==> src/core/tcw_pkg.sv <==
`default_nettype none
package tcw_pkg;
	// Register port widths
	localparam int unsigned ADDR_W = 5;
	localparam int unsigned DATA_W = 8;
	localparam int unsigned CTRL_W = 4;
	localparam int unsigned TMR_W = 8;
	localparam int unsigned WDT_W = 16;
	localparam int unsigned NUM_TMR = 3;

	// Register and instruction offsets
	localparam logic [4:0] OFS_CTL_ONE = 5'h00;
	localparam logic [4:0] OFS_CTL_TWO = 5'h01;
	localparam logic [4:0] OFS_CTL_THREE = 5'h02;
	localparam logic [4:0] OFS_CTL_FOUR = 5'h03;
	localparam logic [4:0] OFS_PIN_ZERO = 5'h04;
	localparam logic [4:0] OFS_PIN_ONE = 5'h05;
	localparam logic [4:0] OFS_T2_BOTH = 5'h06;
	localparam logic [4:0] OFS_T3_BOTH = 5'h07;
	localparam logic [4:0] OFS_T3_RELOAD = 5'h08;
	localparam logic [4:0] OFS_T4_BOTH = 5'h09;
	localparam logic [4:0] OFS_SKIP_T2 = 5'h0A;
	localparam logic [4:0] OFS_SKIP_T3 = 5'h0B;
	localparam logic [4:0] OFS_SKIP_T4 = 5'h0C;
	localparam logic [4:0] OFS_WDT = 5'h0D;

	// Control field positions
	localparam int unsigned CTL_SRC_LSB = 0;
	localparam int unsigned CTL_SYNC_BIT = 2;
	localparam int unsigned CTL_RUN_BIT = 3;
	localparam int unsigned PRE_SYNC_BIT = 0;
	localparam int unsigned PIN_EN_BIT = 0;
	localparam int unsigned PIN_BOTH_BIT = 1;
	localparam int unsigned PIN_RISE_BIT = 2;

	// Count source codes
	localparam logic [1:0] SRC_CHAIN = 2'h0;
	localparam logic [1:0] SRC_PRESCALE = 2'h1;
	localparam logic [1:0] SRC_WDT = 2'h3;

	// Values after reset
	localparam logic [3:0] CTRL_RST = 4'h0;
	localparam logic [7:0] TMR_RST = 8'h00;
	localparam logic [15:0] WDT_RST = 16'hFFFF;
	localparam logic [7:0] RDATA_RST = 8'h00;

	// Watchdog match points
	localparam logic [15:0] WDT_ZERO = 16'h0000;
	localparam logic [15:0] WDT_MATCH_HI = 16'hBFFF;
	localparam logic [15:0] WDT_MATCH_LO = 16'h3FFF;
endpackage
`default_nettype wire

==> src/core/tcw_top.sv <==
// Contract
// (RQ1) Software loads timer two, picks source, then sets run bit 3.
// (RQ2) Timer two divides its selected source by loaded value plus one.
// (RQ3) Pulse at zero sets flag, reloads, keeps counting.
// (RQ4) Software stops timer two before reading its count.
// (RQ5) Timer three has load-both and load-reload-only writes.
// (RQ6) Software loads timer three, picks source, then sets run bit 3.
// (RQ7) Timer three control bit 2 makes pin-one edge start the count.
// (RQ8) Timer three divides by n plus one, flags and reloads on underflow.
// (RQ9) Timer four has only load-both; software loads, selects, then runs.
// (RQ10) Timer four divides by n plus one, flags and reloads on underflow.
// (RQ11) Each flag skip-testable; cleared by interrupt taken or by skip.
// (RQ12) Sync zero chosen by timer one control bit 0, enabled by pin control bit 0.
// (RQ13) Pin control bit 1 picks both edges; bit 2 picks rising.
// (RQ14) Sync one uses same edge coding on pin-one control.
// (RQ15) Once set, sync passes count source until enable cleared or reset.
// (RQ16) Watchdog counter counts clocks, pulses at 0000, may clock timer two.
// (RQ17) Kick sets enable flag which never clears; no kick, no supervision. Code clears it on back-up entry and reset.
// (RQ18) Warn flag set when counter reaches BFFF or 3FFF.
// (RQ19) No kick over 32767 counts sets trip flag and drives reset low.
// (RQ20) Software kicks at most every 32766 cycles.
// (RQ21) Back-up entry initialises enable flag, both flags and counter.
// (RQ22) Software kicks just before back-up entry to clear warn flag.
// (RQ23) Timer two source 00 is timer one underflow, 11 watchdog underflow.
// (RQ24) Timers three and four: 00 preceding underflow, 01 prescaler.
// (RQ25) Each underflow is one clock wide pulse.
// (RQ26) Clearing run bit freezes count and reload.
//
// Added by the designer: the strobed register port and the address map.
`default_nettype none
module tcw_top
	import tcw_pkg::*;
(
	// Clock and reset
	input wire logic ref_clk_i,
	input wire logic rst_n_i,
	input wire logic backup_i,
	// Register port
	input wire logic [4:0] addr_i,
	input wire logic [7:0] wdata_i,
	input wire logic we_i,
	input wire logic re_i,
	output logic [7:0] rdata_o,
	// Interrupt taken, one bit per timer two to four
	input wire logic [2:0] irq_taken_i,
	// Count sources from outside
	input wire logic t1_uf_i,
	input wire logic prescaler_out_i,
	// External pins
	input wire logic ext_pin_zero_i,
	input wire logic ext_pin_one_i,
	// Timer state
	output logic [2:0] timer_flag_o,
	output logic [2:0] timer_uf_o,
	output logic sync_zero_gate_o,
	// Watchdog
	output logic wdt_uf_o,
	output logic watchdog_enable_o,
	output logic watchdog_warn_o,
	output logic watchdog_trip_o,
	output logic watchdog_reset_n_o
);
	////////////////////////////////////////////////////////////////
	// Control registers
	logic [3:0] first_timer_prescale_ctrl_q, second_timer_ctrl_q;
	logic [3:0] third_timer_ctrl_q, fourth_timer_ctrl_q;
	logic [3:0] pin_zero_edge_ctrl_q, pin_one_edge_ctrl_q;
	logic [7:0] rdata_q, rdata_d;

	// Write decodes
	wire logic wr_ctl_one = we_i & (addr_i == OFS_CTL_ONE);
	wire logic wr_ctl_two = we_i & (addr_i == OFS_CTL_TWO);
	wire logic wr_ctl_three = we_i & (addr_i == OFS_CTL_THREE);
	wire logic wr_ctl_four = we_i & (addr_i == OFS_CTL_FOUR);
	wire logic wr_pin_zero = we_i & (addr_i == OFS_PIN_ZERO);
	wire logic wr_pin_one = we_i & (addr_i == OFS_PIN_ONE);
	wire logic third_timer_load_reload_op = we_i & (addr_i == OFS_T3_RELOAD);
	wire logic watchdog_kick_op = we_i & (addr_i == OFS_WDT);
	wire logic [2:0] load_both_op;
	assign load_both_op[0] = we_i & (addr_i == OFS_T2_BOTH);
	assign load_both_op[1] = we_i & (addr_i == OFS_T3_BOTH); // RQ5
	assign load_both_op[2] = we_i & (addr_i == OFS_T4_BOTH); // RQ9

	// Skip reads test and clear a flag
	wire logic second_flag_skip_op = re_i & (addr_i == OFS_SKIP_T2);
	wire logic third_flag_skip_op = re_i & (addr_i == OFS_SKIP_T3);
	wire logic fourth_flag_skip_op = re_i & (addr_i == OFS_SKIP_T4);

	// Control registers; timer one control is reinitialised on back-up entry
	always_ff @(posedge ref_clk_i or negedge rst_n_i) begin
		if (!rst_n_i) begin
			first_timer_prescale_ctrl_q <= CTRL_RST;
			second_timer_ctrl_q <= CTRL_RST;
			third_timer_ctrl_q <= CTRL_RST;
			fourth_timer_ctrl_q <= CTRL_RST;
			pin_zero_edge_ctrl_q <= CTRL_RST;
			pin_one_edge_ctrl_q <= CTRL_RST;
		end else begin
			if (backup_i) begin
				first_timer_prescale_ctrl_q <= CTRL_RST;
			end else if (wr_ctl_one) begin
				first_timer_prescale_ctrl_q <= wdata_i[3:0];
			end
			if (wr_ctl_two) begin
				second_timer_ctrl_q <= wdata_i[3:0];
			end
			if (wr_ctl_three) begin
				third_timer_ctrl_q <= wdata_i[3:0];
			end
			if (wr_ctl_four) begin
				fourth_timer_ctrl_q <= wdata_i[3:0];
			end
			if (wr_pin_zero) begin
				pin_zero_edge_ctrl_q <= wdata_i[3:0];
			end
			if (wr_pin_one) begin
				pin_one_edge_ctrl_q <= wdata_i[3:0];
			end
		end
	end

	////////////////////////////////////////////////////////////////
	// Count start synchronisers for timers one and three
	logic [1:0] sync_set;
	wire logic [1:0] sync_pin = {ext_pin_one_i, ext_pin_zero_i};
	wire logic [1:0] sync_sel = {third_timer_ctrl_q[CTL_SYNC_BIT],
		first_timer_prescale_ctrl_q[PRE_SYNC_BIT]};
	wire logic [7:0] sync_ctrl = {pin_one_edge_ctrl_q, pin_zero_edge_ctrl_q};

	genvar gs;
	generate
		for (gs = 0; gs < 2; gs++) begin : g_sync
			tcw_edge_sync u_sync (
				.ref_clk_i(ref_clk_i),
				.rst_n_i(rst_n_i),
				.pin_i(sync_pin[gs]),
				.select_i(sync_sel[gs]),
				.pin_ctrl_i(sync_ctrl[gs*4 +: 4]),
				.set_o(sync_set[gs])
			);
		end
	endgenerate

	////////////////////////////////////////////////////////////////
	// Watchdog counter and flags
	logic [15:0] watchdog_counter_q, wdt_d;
	logic watchdog_enable_flag_q, watchdog_warn_flag_q, watchdog_trip_flag_q;
	logic wdt_uf_q, wdt_rst_n_q;
	wire logic wdt_match = (wdt_d == WDT_MATCH_HI) | (wdt_d == WDT_MATCH_LO);
	// A match with warn still set means a whole half period without a kick
	wire logic trip_now = watchdog_enable_flag_q & wdt_match
		& watchdog_warn_flag_q & ~watchdog_kick_op; // RQ19
	wire logic trip_d = ~backup_i & (watchdog_trip_flag_q | trip_now);

	assign wdt_d = watchdog_counter_q - 16'h0001; // RQ16

	// Free-running down count, set back to FFFF on back-up entry
	always_ff @(posedge ref_clk_i or negedge rst_n_i) begin
		if (!rst_n_i) begin
			watchdog_counter_q <= WDT_RST;
			wdt_uf_q <= 1'b0;
		end else if (backup_i) begin
			watchdog_counter_q <= WDT_RST; // RQ21
			wdt_uf_q <= 1'b0;
		end else begin
			watchdog_counter_q <= wdt_d;
			wdt_uf_q <= (wdt_d == WDT_ZERO); // RQ16 RQ25
		end
	end

	// Supervision flags
	always_ff @(posedge ref_clk_i or negedge rst_n_i) begin
		if (!rst_n_i) begin
			watchdog_enable_flag_q <= 1'b0;
			watchdog_warn_flag_q <= 1'b0;
			watchdog_trip_flag_q <= 1'b0;
			wdt_rst_n_q <= 1'b1;
		end else if (backup_i) begin
			watchdog_enable_flag_q <= 1'b0; // RQ21
			watchdog_warn_flag_q <= 1'b0;
			watchdog_trip_flag_q <= 1'b0;
			wdt_rst_n_q <= 1'b1;
		end else begin
			watchdog_enable_flag_q <= watchdog_enable_flag_q | watchdog_kick_op; // RQ17
			if (watchdog_enable_flag_q & wdt_match) begin
				watchdog_warn_flag_q <= 1'b1; // RQ18
			end else if (watchdog_kick_op) begin
				watchdog_warn_flag_q <= 1'b0;
			end
			watchdog_trip_flag_q <= trip_d;
			wdt_rst_n_q <= ~trip_d; // RQ19
		end
	end

	////////////////////////////////////////////////////////////////
	// Timers two to four
	logic [7:0] tmr_count [NUM_TMR];
	logic [7:0] tmr_reload [NUM_TMR];
	logic [2:0] tmr_flag, tmr_uf;
	wire logic [11:0] tmr_ctrl = {fourth_timer_ctrl_q, third_timer_ctrl_q,
		second_timer_ctrl_q};
	// Source vectors indexed by select code; unavailable codes give nothing
	wire logic [11:0] tmr_src = {
		2'b00, prescaler_out_i, tmr_uf[1],          // RQ24
		2'b00, prescaler_out_i, tmr_uf[0],          // RQ24
		wdt_uf_q, 2'b00, t1_uf_i};                  // RQ23
	// Timer three counts only after its pin edge when sync is selected
	wire logic [2:0] tmr_gate = {1'b1,
		~third_timer_ctrl_q[CTL_SYNC_BIT] | sync_set[1], 1'b1}; // RQ7
	wire logic [2:0] tmr_reload_op = {1'b0, third_timer_load_reload_op, 1'b0};
	wire logic [2:0] skip_op = {fourth_flag_skip_op, third_flag_skip_op,
		second_flag_skip_op};
	wire logic [2:0] flag_clr = skip_op | irq_taken_i; // RQ11

	genvar gt;
	generate
		for (gt = 0; gt < NUM_TMR; gt++) begin : g_tmr
			tcw_reload_timer u_tmr ( // RQ8 RQ10
				.ref_clk_i(ref_clk_i),
				.rst_n_i(rst_n_i),
				.run_i(tmr_ctrl[gt*4 + CTL_RUN_BIT]),
				.src_sel_i(tmr_ctrl[gt*4 + CTL_SRC_LSB +: 2]),
				.src_i(tmr_src[gt*4 +: 4]),
				.gate_i(tmr_gate[gt]),
				.load_both_i(load_both_op[gt]),
				.load_reload_i(tmr_reload_op[gt]),
				.data_i(wdata_i),
				.flag_clr_i(flag_clr[gt]),
				.count_o(tmr_count[gt]),
				.reload_o(tmr_reload[gt]),
				.flag_o(tmr_flag[gt]),
				.uf_o(tmr_uf[gt])
			);
		end
	endgenerate

	////////////////////////////////////////////////////////////////
	// Read mux; count reads are meaningful only while stopped
	always_comb begin
		case (addr_i)
			OFS_CTL_ONE: rdata_d = {4'h0, first_timer_prescale_ctrl_q};
			OFS_CTL_TWO: rdata_d = {4'h0, second_timer_ctrl_q};
			OFS_CTL_THREE: rdata_d = {4'h0, third_timer_ctrl_q};
			OFS_CTL_FOUR: rdata_d = {4'h0, fourth_timer_ctrl_q};
			OFS_PIN_ZERO: rdata_d = {4'h0, pin_zero_edge_ctrl_q};
			OFS_PIN_ONE: rdata_d = {4'h0, pin_one_edge_ctrl_q};
			OFS_T2_BOTH: rdata_d = tmr_count[0]; // RQ4
			OFS_T3_BOTH: rdata_d = tmr_count[1];
			OFS_T3_RELOAD: rdata_d = tmr_reload[1];
			OFS_T4_BOTH: rdata_d = tmr_count[2];
			OFS_SKIP_T2: rdata_d = {7'h00, tmr_flag[0]}; // RQ11
			OFS_SKIP_T3: rdata_d = {7'h00, tmr_flag[1]};
			OFS_SKIP_T4: rdata_d = {7'h00, tmr_flag[2]};
			OFS_WDT: rdata_d = {2'h0, sync_set, watchdog_trip_flag_q,
				watchdog_warn_flag_q, watchdog_enable_flag_q, wdt_rst_n_q};
			default: rdata_d = RDATA_RST;
		endcase
	end

	// Read data stands one cycle after the strobe, zero otherwise
	always_ff @(posedge ref_clk_i or negedge rst_n_i) begin
		if (!rst_n_i) begin
			rdata_q <= RDATA_RST;
		end else begin
			rdata_q <= re_i ? rdata_d : RDATA_RST;
		end
	end

	// Outputs
	assign rdata_o = rdata_q;
	assign timer_flag_o = tmr_flag;
	assign timer_uf_o = tmr_uf;
	assign sync_zero_gate_o = sync_set[0]; // RQ15
	assign wdt_uf_o = wdt_uf_q;
	assign watchdog_enable_o = watchdog_enable_flag_q;
	assign watchdog_warn_o = watchdog_warn_flag_q;
	assign watchdog_trip_o = watchdog_trip_flag_q;
	assign watchdog_reset_n_o = wdt_rst_n_q;
endmodule
`default_nettype wire

==> src/core/tcw_reload_timer.sv <==
`default_nettype none
module tcw_reload_timer
	import tcw_pkg::*;
(
	// Clock and reset
	input wire logic ref_clk_i,
	input wire logic rst_n_i,
	// Control
	input wire logic run_i,
	input wire logic [1:0] src_sel_i,
	input wire logic [3:0] src_i,
	input wire logic gate_i,
	// Loads
	input wire logic load_both_i,
	input wire logic load_reload_i,
	input wire logic [7:0] data_i,
	input wire logic flag_clr_i,
	// State
	output logic [7:0] count_o,
	output logic [7:0] reload_o,
	output logic flag_o,
	output logic uf_o
);
	logic [7:0] count_q, count_d, reload_q, reload_d;
	logic flag_q, uf_q;
	wire logic tick = run_i & gate_i & src_i[src_sel_i];
	wire logic underflow = tick & (count_q == TMR_RST);

	// Next count: load, reload on underflow, or decrement
	always_comb begin
		count_d = count_q;
		reload_d = reload_q;
		if (load_both_i) begin
			count_d = data_i;
			reload_d = data_i; // RQ5
		end else begin
			if (load_reload_i) begin
				reload_d = data_i; // RQ5
			end
			if (underflow) begin
				count_d = reload_q; // RQ3
			end else if (tick) begin
				count_d = count_q - 8'h01; // RQ2
			end
		end
	end

	// Stopped timer holds its count (RQ26)
	always_ff @(posedge ref_clk_i or negedge rst_n_i) begin
		if (!rst_n_i) begin
			count_q <= TMR_RST;
			reload_q <= TMR_RST;
			flag_q <= 1'b0;
			uf_q <= 1'b0;
		end else begin
			count_q <= count_d;
			reload_q <= reload_d;
			flag_q <= underflow | (flag_q & ~flag_clr_i); // RQ11
			uf_q <= underflow; // RQ25
		end
	end

	assign count_o = count_q;
	assign reload_o = reload_q;
	assign flag_o = flag_q;
	assign uf_o = uf_q;
endmodule
`default_nettype wire

==> src/core/tcw_edge_sync.sv <==
`default_nettype none
module tcw_edge_sync
	import tcw_pkg::*;
(
	// Clock and reset
	input wire logic ref_clk_i,
	input wire logic rst_n_i,
	// Pin and control
	input wire logic pin_i,
	input wire logic select_i,
	input wire logic [3:0] pin_ctrl_i,
	// Gate state
	output logic set_o
);
	logic prev_q, set_q;
	wire logic rise = pin_i & ~prev_q;
	wire logic fall = ~pin_i & prev_q;
	wire logic enable = pin_ctrl_i[PIN_EN_BIT];
	wire logic edge_ok = pin_ctrl_i[PIN_BOTH_BIT] ? (rise | fall)
		: (pin_ctrl_i[PIN_RISE_BIT] ? rise : fall); // RQ13 RQ14

	// Latch on a valid edge, drop when the pin enable is cleared
	always_ff @(posedge ref_clk_i or negedge rst_n_i) begin
		if (!rst_n_i) begin
			prev_q <= 1'b0;
			set_q <= 1'b0;
		end else begin
			prev_q <= pin_i;
			set_q <= enable & (set_q | (select_i & edge_ok)); // RQ12 RQ15
		end
	end

	assign set_o = set_q;
endmodule
`default_nettype wire

==> config.mk <==
export PLATFORM = sky130hd
export DESIGN_NAME = tcw_top
export DESIGN_NICKNAME = d
export VERILOG_FILES = /design/src/core/tcw_pkg.sv /design/src/core/tcw_top.sv /design/src/core/tcw_reload_timer.sv /design/src/core/tcw_edge_sync.sv
export SDC_FILE = /design/constraint.sdc
export NUM_CORES = 1
export LEC_CHECK = 0
export ABC_AREA = 1
export BUFFER_PORTS_ARGS = -buffer_cell sky130_fd_sc_hd__buf_2
export CAP_MARGIN = 20
export CORE_MARGIN = 3
export CORE_UTILIZATION = 60
export DETAILED_ROUTE_END_ITERATION = 12
export PLACE_DENSITY = 0.83
export SETUP_SLACK_MARGIN = 0.3
export SLEW_MARGIN = 20
export SYNTH_ARGS = -nofsm -noshare
export SYNTH_HDL_FRONTEND = slang
export SYNTH_SLANG_ARGS = --single-unit
==> constraint.sdc <==
create_clock -name ref_clk_i -period 2.3 [get_ports ref_clk_i]
set_input_delay 0.345 -clock ref_clk_i [delete_from_list [all_inputs] [get_ports ref_clk_i]]
set_output_delay 0.345 -clock ref_clk_i [all_outputs]
set_load 0.03 [all_outputs]
==> run_results.csv, run 1 <==
group,metric,value,unit
routing,vias_per_cell,5.780,
clock_tree,htree_levels,3,
clock_tree,cts_root_buffer,"clkbuf_8",
pwr,power_frac_clock,0.229,
critical_path,ff2ff_setup_slack,0.43,ns
sta,post-route-min-period,1.867,ns
place,dp_hpwl,11400,um
synthesis,ys_seq_elements,111,
clock_tree,post_cts_buffers,0,
sta,hold_viol,17,
cells_and_area,final_common_cell,"nand2_1",
sta,rsz0062_at_grt,"no",
routing,wl_met3,1209,um
cells_and_area,multi_input_area,0.002665,mm^2
grt,overflow,0,
clock_tree,cts_buffer_depth,2,
routing,route.detailed.drc,0,
place,pre_cts_ws,0.3202,ns
cells_and_area,drive_gt1_frac,0.1513,
synthesis,synth.distinct_cells,48,
clock_tree,tritoncts,"built",
floorplan,io_pins,45,
cells_and_area,num-fill-cells,733,
floorplan,start_util,0.6318,
critical_path,rr_worst_depth,9,
clock_tree,cts.sinks,111,
pwr,p_switching,1.923,mW
pwr,power_frac_comb,0.280,
critical_path,reg2reg_from,"watchdog_counter_q[0]",
floorplan,dieWidth,105.6,um
grt,grt_max_degree,112,
routing,top_layer,"met4",
synthesis,yosys_warnings,0,
cells_and_area,nets,830,
clock_tree,cts_hold_buf,0,
pwr,total_power,5.299,mW
sta,worstMarginPinSlew,0.6250,ns
status,status,"complete, but fails checks",
place,gp_congestion,0.9502,
cells_and_area,area_growth_syn_to_layout,9.907,%
cells_and_area,layout_common_cells,"202 x nand2_1, 110 x inv_1, 94 x dfrtp_1",
synthesis,synth_area,0.005948,mm^2
status,violations,"hold timing",
floorplan,fp.dieArea,0.01114,mm^2
cells_and_area,regArea,0.002799,mm^2
sta,fin_ws,0.4334,ns
job,cap_violations,0,
synthesis,syn-num-nets,781,
worst_hold_path,hp-class,"in2async",
place,place_area,0.006305,mm^2
critical_path,reg2reg_to,"wdt_uf_o",
routing,routedWlPerCell,16.74,um
sta,finalSetupTns,0,ns
sta,setup_violations,0,
synthesis,ys_seq_area_frac,0.4706,
sta,drv_slew,0,
critical_path,critical_path_class,"reg2reg",
sta,final.period_utilization,0.8116,
pwr,seqPwrFrac,0.491,
critical_path,endpoint,"wdt_uf_o",
routing,routed_wl,15560,um
floorplan,die_y,105.6,um
grt,grt_pass1_vias,5223,
cells_and_area,diodes,0,
sta,slew-limit-headroom,0.5833,
cells_and_area,final_cell_area,0.006538,mm^2
sta,clock_skew,0.01059,ns
grt,grt_antenna_before_repair,0,
floorplan,coreArea,0.009415,mm^2
clock_tree,cts.clk_slew.worst_paths,0.11,ns
place,portBuffers,44,
pwr,p_per_area,810.5,mW/mm^2
clock_tree,cts_made_buffers,9,
critical_path,required,2.63,ns
critical_path,crit_fanout,6,
pwr,irDropWorstVdd,0.6995,mV
routing,detail-route-antenna-nets,0,
critical_path,startpoint_type,"flop",
grt,grt_use_total,0.2887,
clock_tree,clk_latency,0.40,ns
grt,grt_pass1_wl,25600,um
sta,whs,-0.02515,ns
routing,drt-initial-drc-count,584,
pwr,cellLeakagePower,3.354,nW
synthesis,synthCells,746,
floorplan,rows,35,
critical_path,end_kind,"flop",
pwr,p_int,3.376,mW
pwr,swShare,0.3628,
critical_path,crit_start,"watchdog_counter_q[0]",
routing,wl_met2,7237,um
routing,dr_total_vias,5370,
synthesis,syn_area_per_cell,7.973,um^2
routing,dr.pass1.iters,5,
critical_path,cp.arrival,2.20,ns
routing,wl_met1,6607,um
sta,fmax,535.7,MHz
==> layout make-up <==
type,instances,area share
well taps,129,0.02469
repair buffers,49,0.04172
multi-input cells,506,0.4077
flip-flops and latches,111,0.4281
clock inverters,6,0.01053
inverters,118,0.06775
clock buffers,10,0.01952
==> worst max-delay path, stage by stage (launching register included) <==
cell and delay, ns:
dfstp_2 0.56, inv_1 0.09, ha_4 0.20, xnor2_1 0.18
nand2_1 0.13, nor3b_2 0.21, nand3_1 0.11, nor2_1 0.17
nand2_1 0.07, nor2_1 0.10
==> power groups by stage <==
stage               logic (mW)  registers, mW  clock network, mW
finish                    1.48           2.60               1.21
global route              1.67           2.65               1.30
CTS                       1.45           2.59               1.22
detailed placement        1.42           2.62                  0
global placement          1.38           2.61                  0
floorplan                 1.06           2.56                  0
==> per-stage QoR <==
step | instances | utilization | hold WS, ns
6_report | 929 | 0.6944 | -0.02515
5_1_grt | 929 | 0.6944 | 0.04736
4_1_cts | 929 | 0.6910 | 0.05328
3_5_place_dp | 913 | 0.6696 | 0.4512
3_3_place_gp | 913 | 0.6696 | 0.4488
2_1_floorplan | 746 | - | 0.04941
==> registers in the layout, indices dropped and copies added (netlist names) <==
signal,count
watchdog_reset_n_o,1
pin_zero_edge_ctrl_q,4
g_sync.u_sync.set_o,2
first_timer_prescale_ctrl_q,4
watchdog_enable_o,1
watchdog_warn_o,1
watchdog_trip_o,1
fourth_timer_ctrl_q,4
pin_one_edge_ctrl_q,4
watchdog_counter_q,16
rdata_o,8
g_tmr.u_tmr.count_o,24
g_tmr.u_tmr.reload_o,24
second_timer_ctrl_q,4
wdt_uf_o,1
third_timer_ctrl_q,4
g_tmr.u_tmr.flag_o,3
g_tmr.u_tmr.uf_o,3
g_sync.u_sync.prev_q,2
==> metal layers <==
metal	track usage	vias up
met5	0	-
met4	0.1055	0
met3	0.06062	43
met2	0.4586	255
met1	0.3937	2560
li1	-	2512
==> Yosys cell counts (all sizes together) <==
cell       n  area [um^2]
o211ai    13        102.6
nand3b     1        7.510
a221oi     2        17.52
nor3b      1        7.510
a22oi      2        15.01
ha        10        125.1
mux2       1        11.26
a21oi     19        106.4
clkinv     1        3.750
dfrtp     94         2352
xnor2      2        17.52
o21bai     2        15.01
or2        3        18.77
o22ai     21        131.4
o2111ai    2        17.52
nor4       2        12.51
clkbuf     1        3.750
a211oi     3        22.52
buf       10        73.82
a31o       2        17.52
o221ai    11        96.34
nand4      6        37.54
nand2    210        823.3
dfstp     17        446.7
and2       1        6.260
o311ai     1        8.760
xor2      12        105.1
inv      117        439.2
nor3      11        77.57
nand3     40        217.7
nor2      77        342.8
and3       1        6.260
o21ai     50        261.5
==> how the worst min path moves through the flow <==
stage                                                end  slack (ns)  cells past startpoint
after floorplan           first_timer_prescale_ctrl_q[0]        0.05                      0
after global placement        g_tmr[2].u_tmr.reload_o[2]        0.45                      2
after detailed placement           watchdog_counter_q[0]        0.45                      1
after CTS                          third_timer_ctrl_q[2]        0.05                      2
after global routing             g_sync[1].u_sync.prev_q        0.05                      2
final                             pin_one_edge_ctrl_q[1]       -0.03                      2
==> cell families after synthesis <==
kind of cell / synth area share
AND/OR/NAND/NOR: 0.2619
buffers and inverters: 0.08750
AO/OA/AOI/OAI: 0.1365
flip-flops: 0.4706
XOR/XNOR: 0.02061
adder cells (fa/ha/maj): 0.02103
multiplexers: 0.001893
==> timing repair <==
item / CTS / global route
setup endpoints to repair: 4 / 9
gates resized for setup: 1 / 8
pin swaps: 0 / 1
(Power assumes the default switching activity.)
==> run 2, diff against run 1 <==
--- a/config.mk
+++ b/config.mk
@@ -5,13 +5,13 @@
 export SDC_FILE = /design/constraint.sdc
 export NUM_CORES = 1
 export LEC_CHECK = 0
-export ABC_AREA = 1
+export ABC_AREA = 0
 export BUFFER_PORTS_ARGS = -buffer_cell sky130_fd_sc_hd__buf_2
 export CAP_MARGIN = 20
 export CORE_MARGIN = 3
-export CORE_UTILIZATION = 60
+export CORE_UTILIZATION = 61
 export DETAILED_ROUTE_END_ITERATION = 12
-export PLACE_DENSITY = 0.83
+export PLACE_DENSITY = 0.84
 export SETUP_SLACK_MARGIN = 0.3
 export SLEW_MARGIN = 20
 export SYNTH_ARGS = -nofsm -noshare
==> constraint.sdc (replaced) <==
create_clock -name ref_clk_i -period 1.9 [get_ports ref_clk_i]
set_input_delay 0.285 -clock ref_clk_i [delete_from_list [all_inputs] [get_ports ref_clk_i]]
set_output_delay 0.285 -clock ref_clk_i [all_outputs]
set_load 0.03 [all_outputs]
==> run_results.csv, run 2 <==
group,metric,value,unit
synthesis,synth.distinct_cells,67,
sta,rsz0062_at_grt,"yes",
cells_and_area,area_growth_syn_to_layout,34.06,%
synthesis,async_reset_ff_frac,1.000,
sta,hold_viol,0,
sta,slew-limit-headroom,0.5824,
grt,grt_use_total,0.3369,
sta,worstMarginPinSlew,0.6260,ns
clock_tree,tritoncts,"built",
worst_hold_path,hold_start,"ext_pin_zero_i",
critical_path,reg2reg_from,"watchdog_counter_q[0]",
grt,grt_max_degree,57,
floorplan,coreArea,0.009459,mm^2
sta,post-route-min-period,2.155,ns
cells_and_area,layout_common_cells,"85 x dfrtp_1, 84 x buf_4, 63 x nand2_1",
cells_and_area,diodes,0,
clock_tree,cts_root_buffer,"clkbuf_8",
pwr,irDropWorstVdd,0.6444,mV
clock_tree,htree_levels,3,
place,pre_cts_ws,-0.1744,ns
floorplan,dieWidth,105.7,um
synthesis,syn-num-nets,659,
critical_path,crit_start,"watchdog_counter_q[0]",
sta,setup_violations,7,
critical_path,startpoint_type,"flop",
routing,drt-initial-drc-count,854,
worst_hold_path,hp-class,"in2reg",
sta,fmax,464.1,MHz
clock_tree,cts.clk_slew.worst_paths,0.10,ns
critical_path,crit_fanout,5,
synthesis,yosysTopAreaCell,"dfrtp_1",
sta,final.period_utilization,1.134,
synthesis,yosys_warnings,0,
clock_tree,cts_buffer_depth,2,
synthesis,synth_top_cell_area_share,0.3883,
status,violations,"setup timing",
synthesis,synth_area,0.006058,mm^2
place,place_area,0.006832,mm^2
job,cap_violations,0,
routing,vias_per_cell,7.106,
clock_tree,clk_latency,0.40,ns
cells_and_area,drive_gt1_frac,0.4514,
routing,detail-route-antenna-nets,0,
clock_tree,cts_made_buffers,9,
synthesis,syn_area_per_cell,9.709,um^2
synthesis,yosys_most_used_dff,"dfrtp_1",
cells_and_area,final_common_cell,"dfrtp_1",
synthesis,synth.most_common_cell,"dfrtp_1",
grt,grt_antenna_before_repair,0,
routing,dr.pass1.iters,6,
grt,overflow,0,
synthesis,ys_seq_area_frac,0.4620,
floorplan,die_y,105.7,um
pwr,p_per_area,931.7,mW/mm^2
critical_path,cp.arrival,2.48,ns
synthesis,synthCells,624,
place,gp_congestion,0.9788,
floorplan,rows,35,
routing,route.detailed.drc,0,
grt,grt_pass1_vias,5864,
critical_path,ff2ff_setup_slack,-0.25,ns
routing,dr_total_vias,6253,
floorplan,fp.dieArea,0.01116,mm^2
synthesis,ys_seq_elements,111,
status,status,"complete, but fails checks",
sta,fin_ws,-0.2548,ns
critical_path,end_kind,"flop",
synthesis,synth.area.top_cells,"dfrtp_1 39%, dfstp_2 7.4%, mux2_2 6.5%",
sta,clock_skew,0.009790,ns
routing,routedWlPerCell,24.32,um
routing,routed_wl,21400,um
cells_and_area,nets,781,
clock_tree,cts.sinks,111,
critical_path,required,2.22,ns
synthesis,synth.top_cells.by_count,"94 x dfrtp_1, 69 x nand2_1, 36 x clkbuf_1",
pwr,cellLeakagePower,3.608,nW
floorplan,io_pins,45,
synthesis,synth_edf_count,0,
sta,drv_slew,0,
cells_and_area,final_cell_area,0.008122,mm^2
floorplan,start_util,0.6405,
place,dp_hpwl,11930,um
grt,grt_pass1_wl,29860,um
place,portBuffers,44,
critical_path,critical_path_class,"reg2reg",
-- run 2: final timing paths --
kind | end | cells past startpoint
worst min register to register | g_tmr[0].u_tmr.reload_o[5] | 2
min in group asynchronous | g_tmr[2].u_tmr.reload_o[5] | 3
max in group asynchronous | watchdog_counter_q[1] | 3
worst max register to register | watchdog_reset_n_o | 8
worst max-delay path | watchdog_reset_n_o | 8
worst min-delay path | g_sync[0].u_sync.prev_q | 1
-- run 2: cell families (layout without fill, tap and decap cells) --
kind of cell               Yosys count  after routing  synth area share
adders and majority gates           10             10           0.02065
buffers and inverters               74            200           0.05163
AOI/OAI and AO/OA                  138            139            0.1592
DFF                                111            111            0.4620
xor gates and xnor gates            10             10           0.01446
muxes                               46             46           0.08736
and+or+nand+nor                    235            235            0.2047
-- run 2: power breakdown --
group          internal [mW]  switching, mW  leakage, nW  total [mW]
logic                   1.38           1.41         2.13        2.80
registers               2.78          0.512         1.38        3.29
clock network          0.612          0.864       0.0956        1.48
total                   4.78           2.79         3.61        7.57
-- run 2: repair_timing --
| item | 4_1_cts | 5_1_grt |
|---|---|---|
| resized for setup | 82 | 75 |
| endpoints found under the hold margin | 94 | 0 |
| cloned | 2 | 0 |
| setup endpoints to repair | 31 | 37 |
| pin swaps | 34 | 37 |
| setup buffers | 34 | 18 |
| hold buffers | 1 | 0 |
-- run 2: critical path, cell delays in order, from the launching register on --
cell and delay [ns]:
dfstp_2 0.58, inv_2 0.04, ha_2 0.21, nor2b_4 0.16, nand4b_1 0.15, buf_6 0.16
mux2i_2 0.24, o32ai_2 0.15, o32a_1 0.39
-- run 2: area by class of cell --
cell class              instances  area (um^2)
clock buffers                   9        123.9
clock inverters                 7        72.57
fillers                       444         1338
inverters                      26        100.1
multi-input cells             440         3627
flip-flops and latches        111         2810
well taps                     129        161.4
repair buffers                158         1226
-- run 2: per-stage QoR --
step	power (mW)	setup TNS [ns]	hold slack, ns	utilization	cells
global route	7.840	-1.393	0.02882	0.8586	880
finish	7.567	-0.8325	0.02082	0.8586	880
CTS	6.791	-0.3510	0.02399	0.8093	862
detailed placement	4.906	-0.5128	0.3145	0.7222	809
floorplan	4.232	-0.4279	-0.01059	-	624
global placement	4.799	-0.2814	0.3122	0.7222	809
-- run 2: metal layers --
layer  share of wire  vias up  track usage
li1                -     2522            -
met1            0.35     2997       0.4342
met2            0.47      581       0.5442
met3            0.12      153      0.07777
met4           0.059        0       0.1499
met5               0        -            0
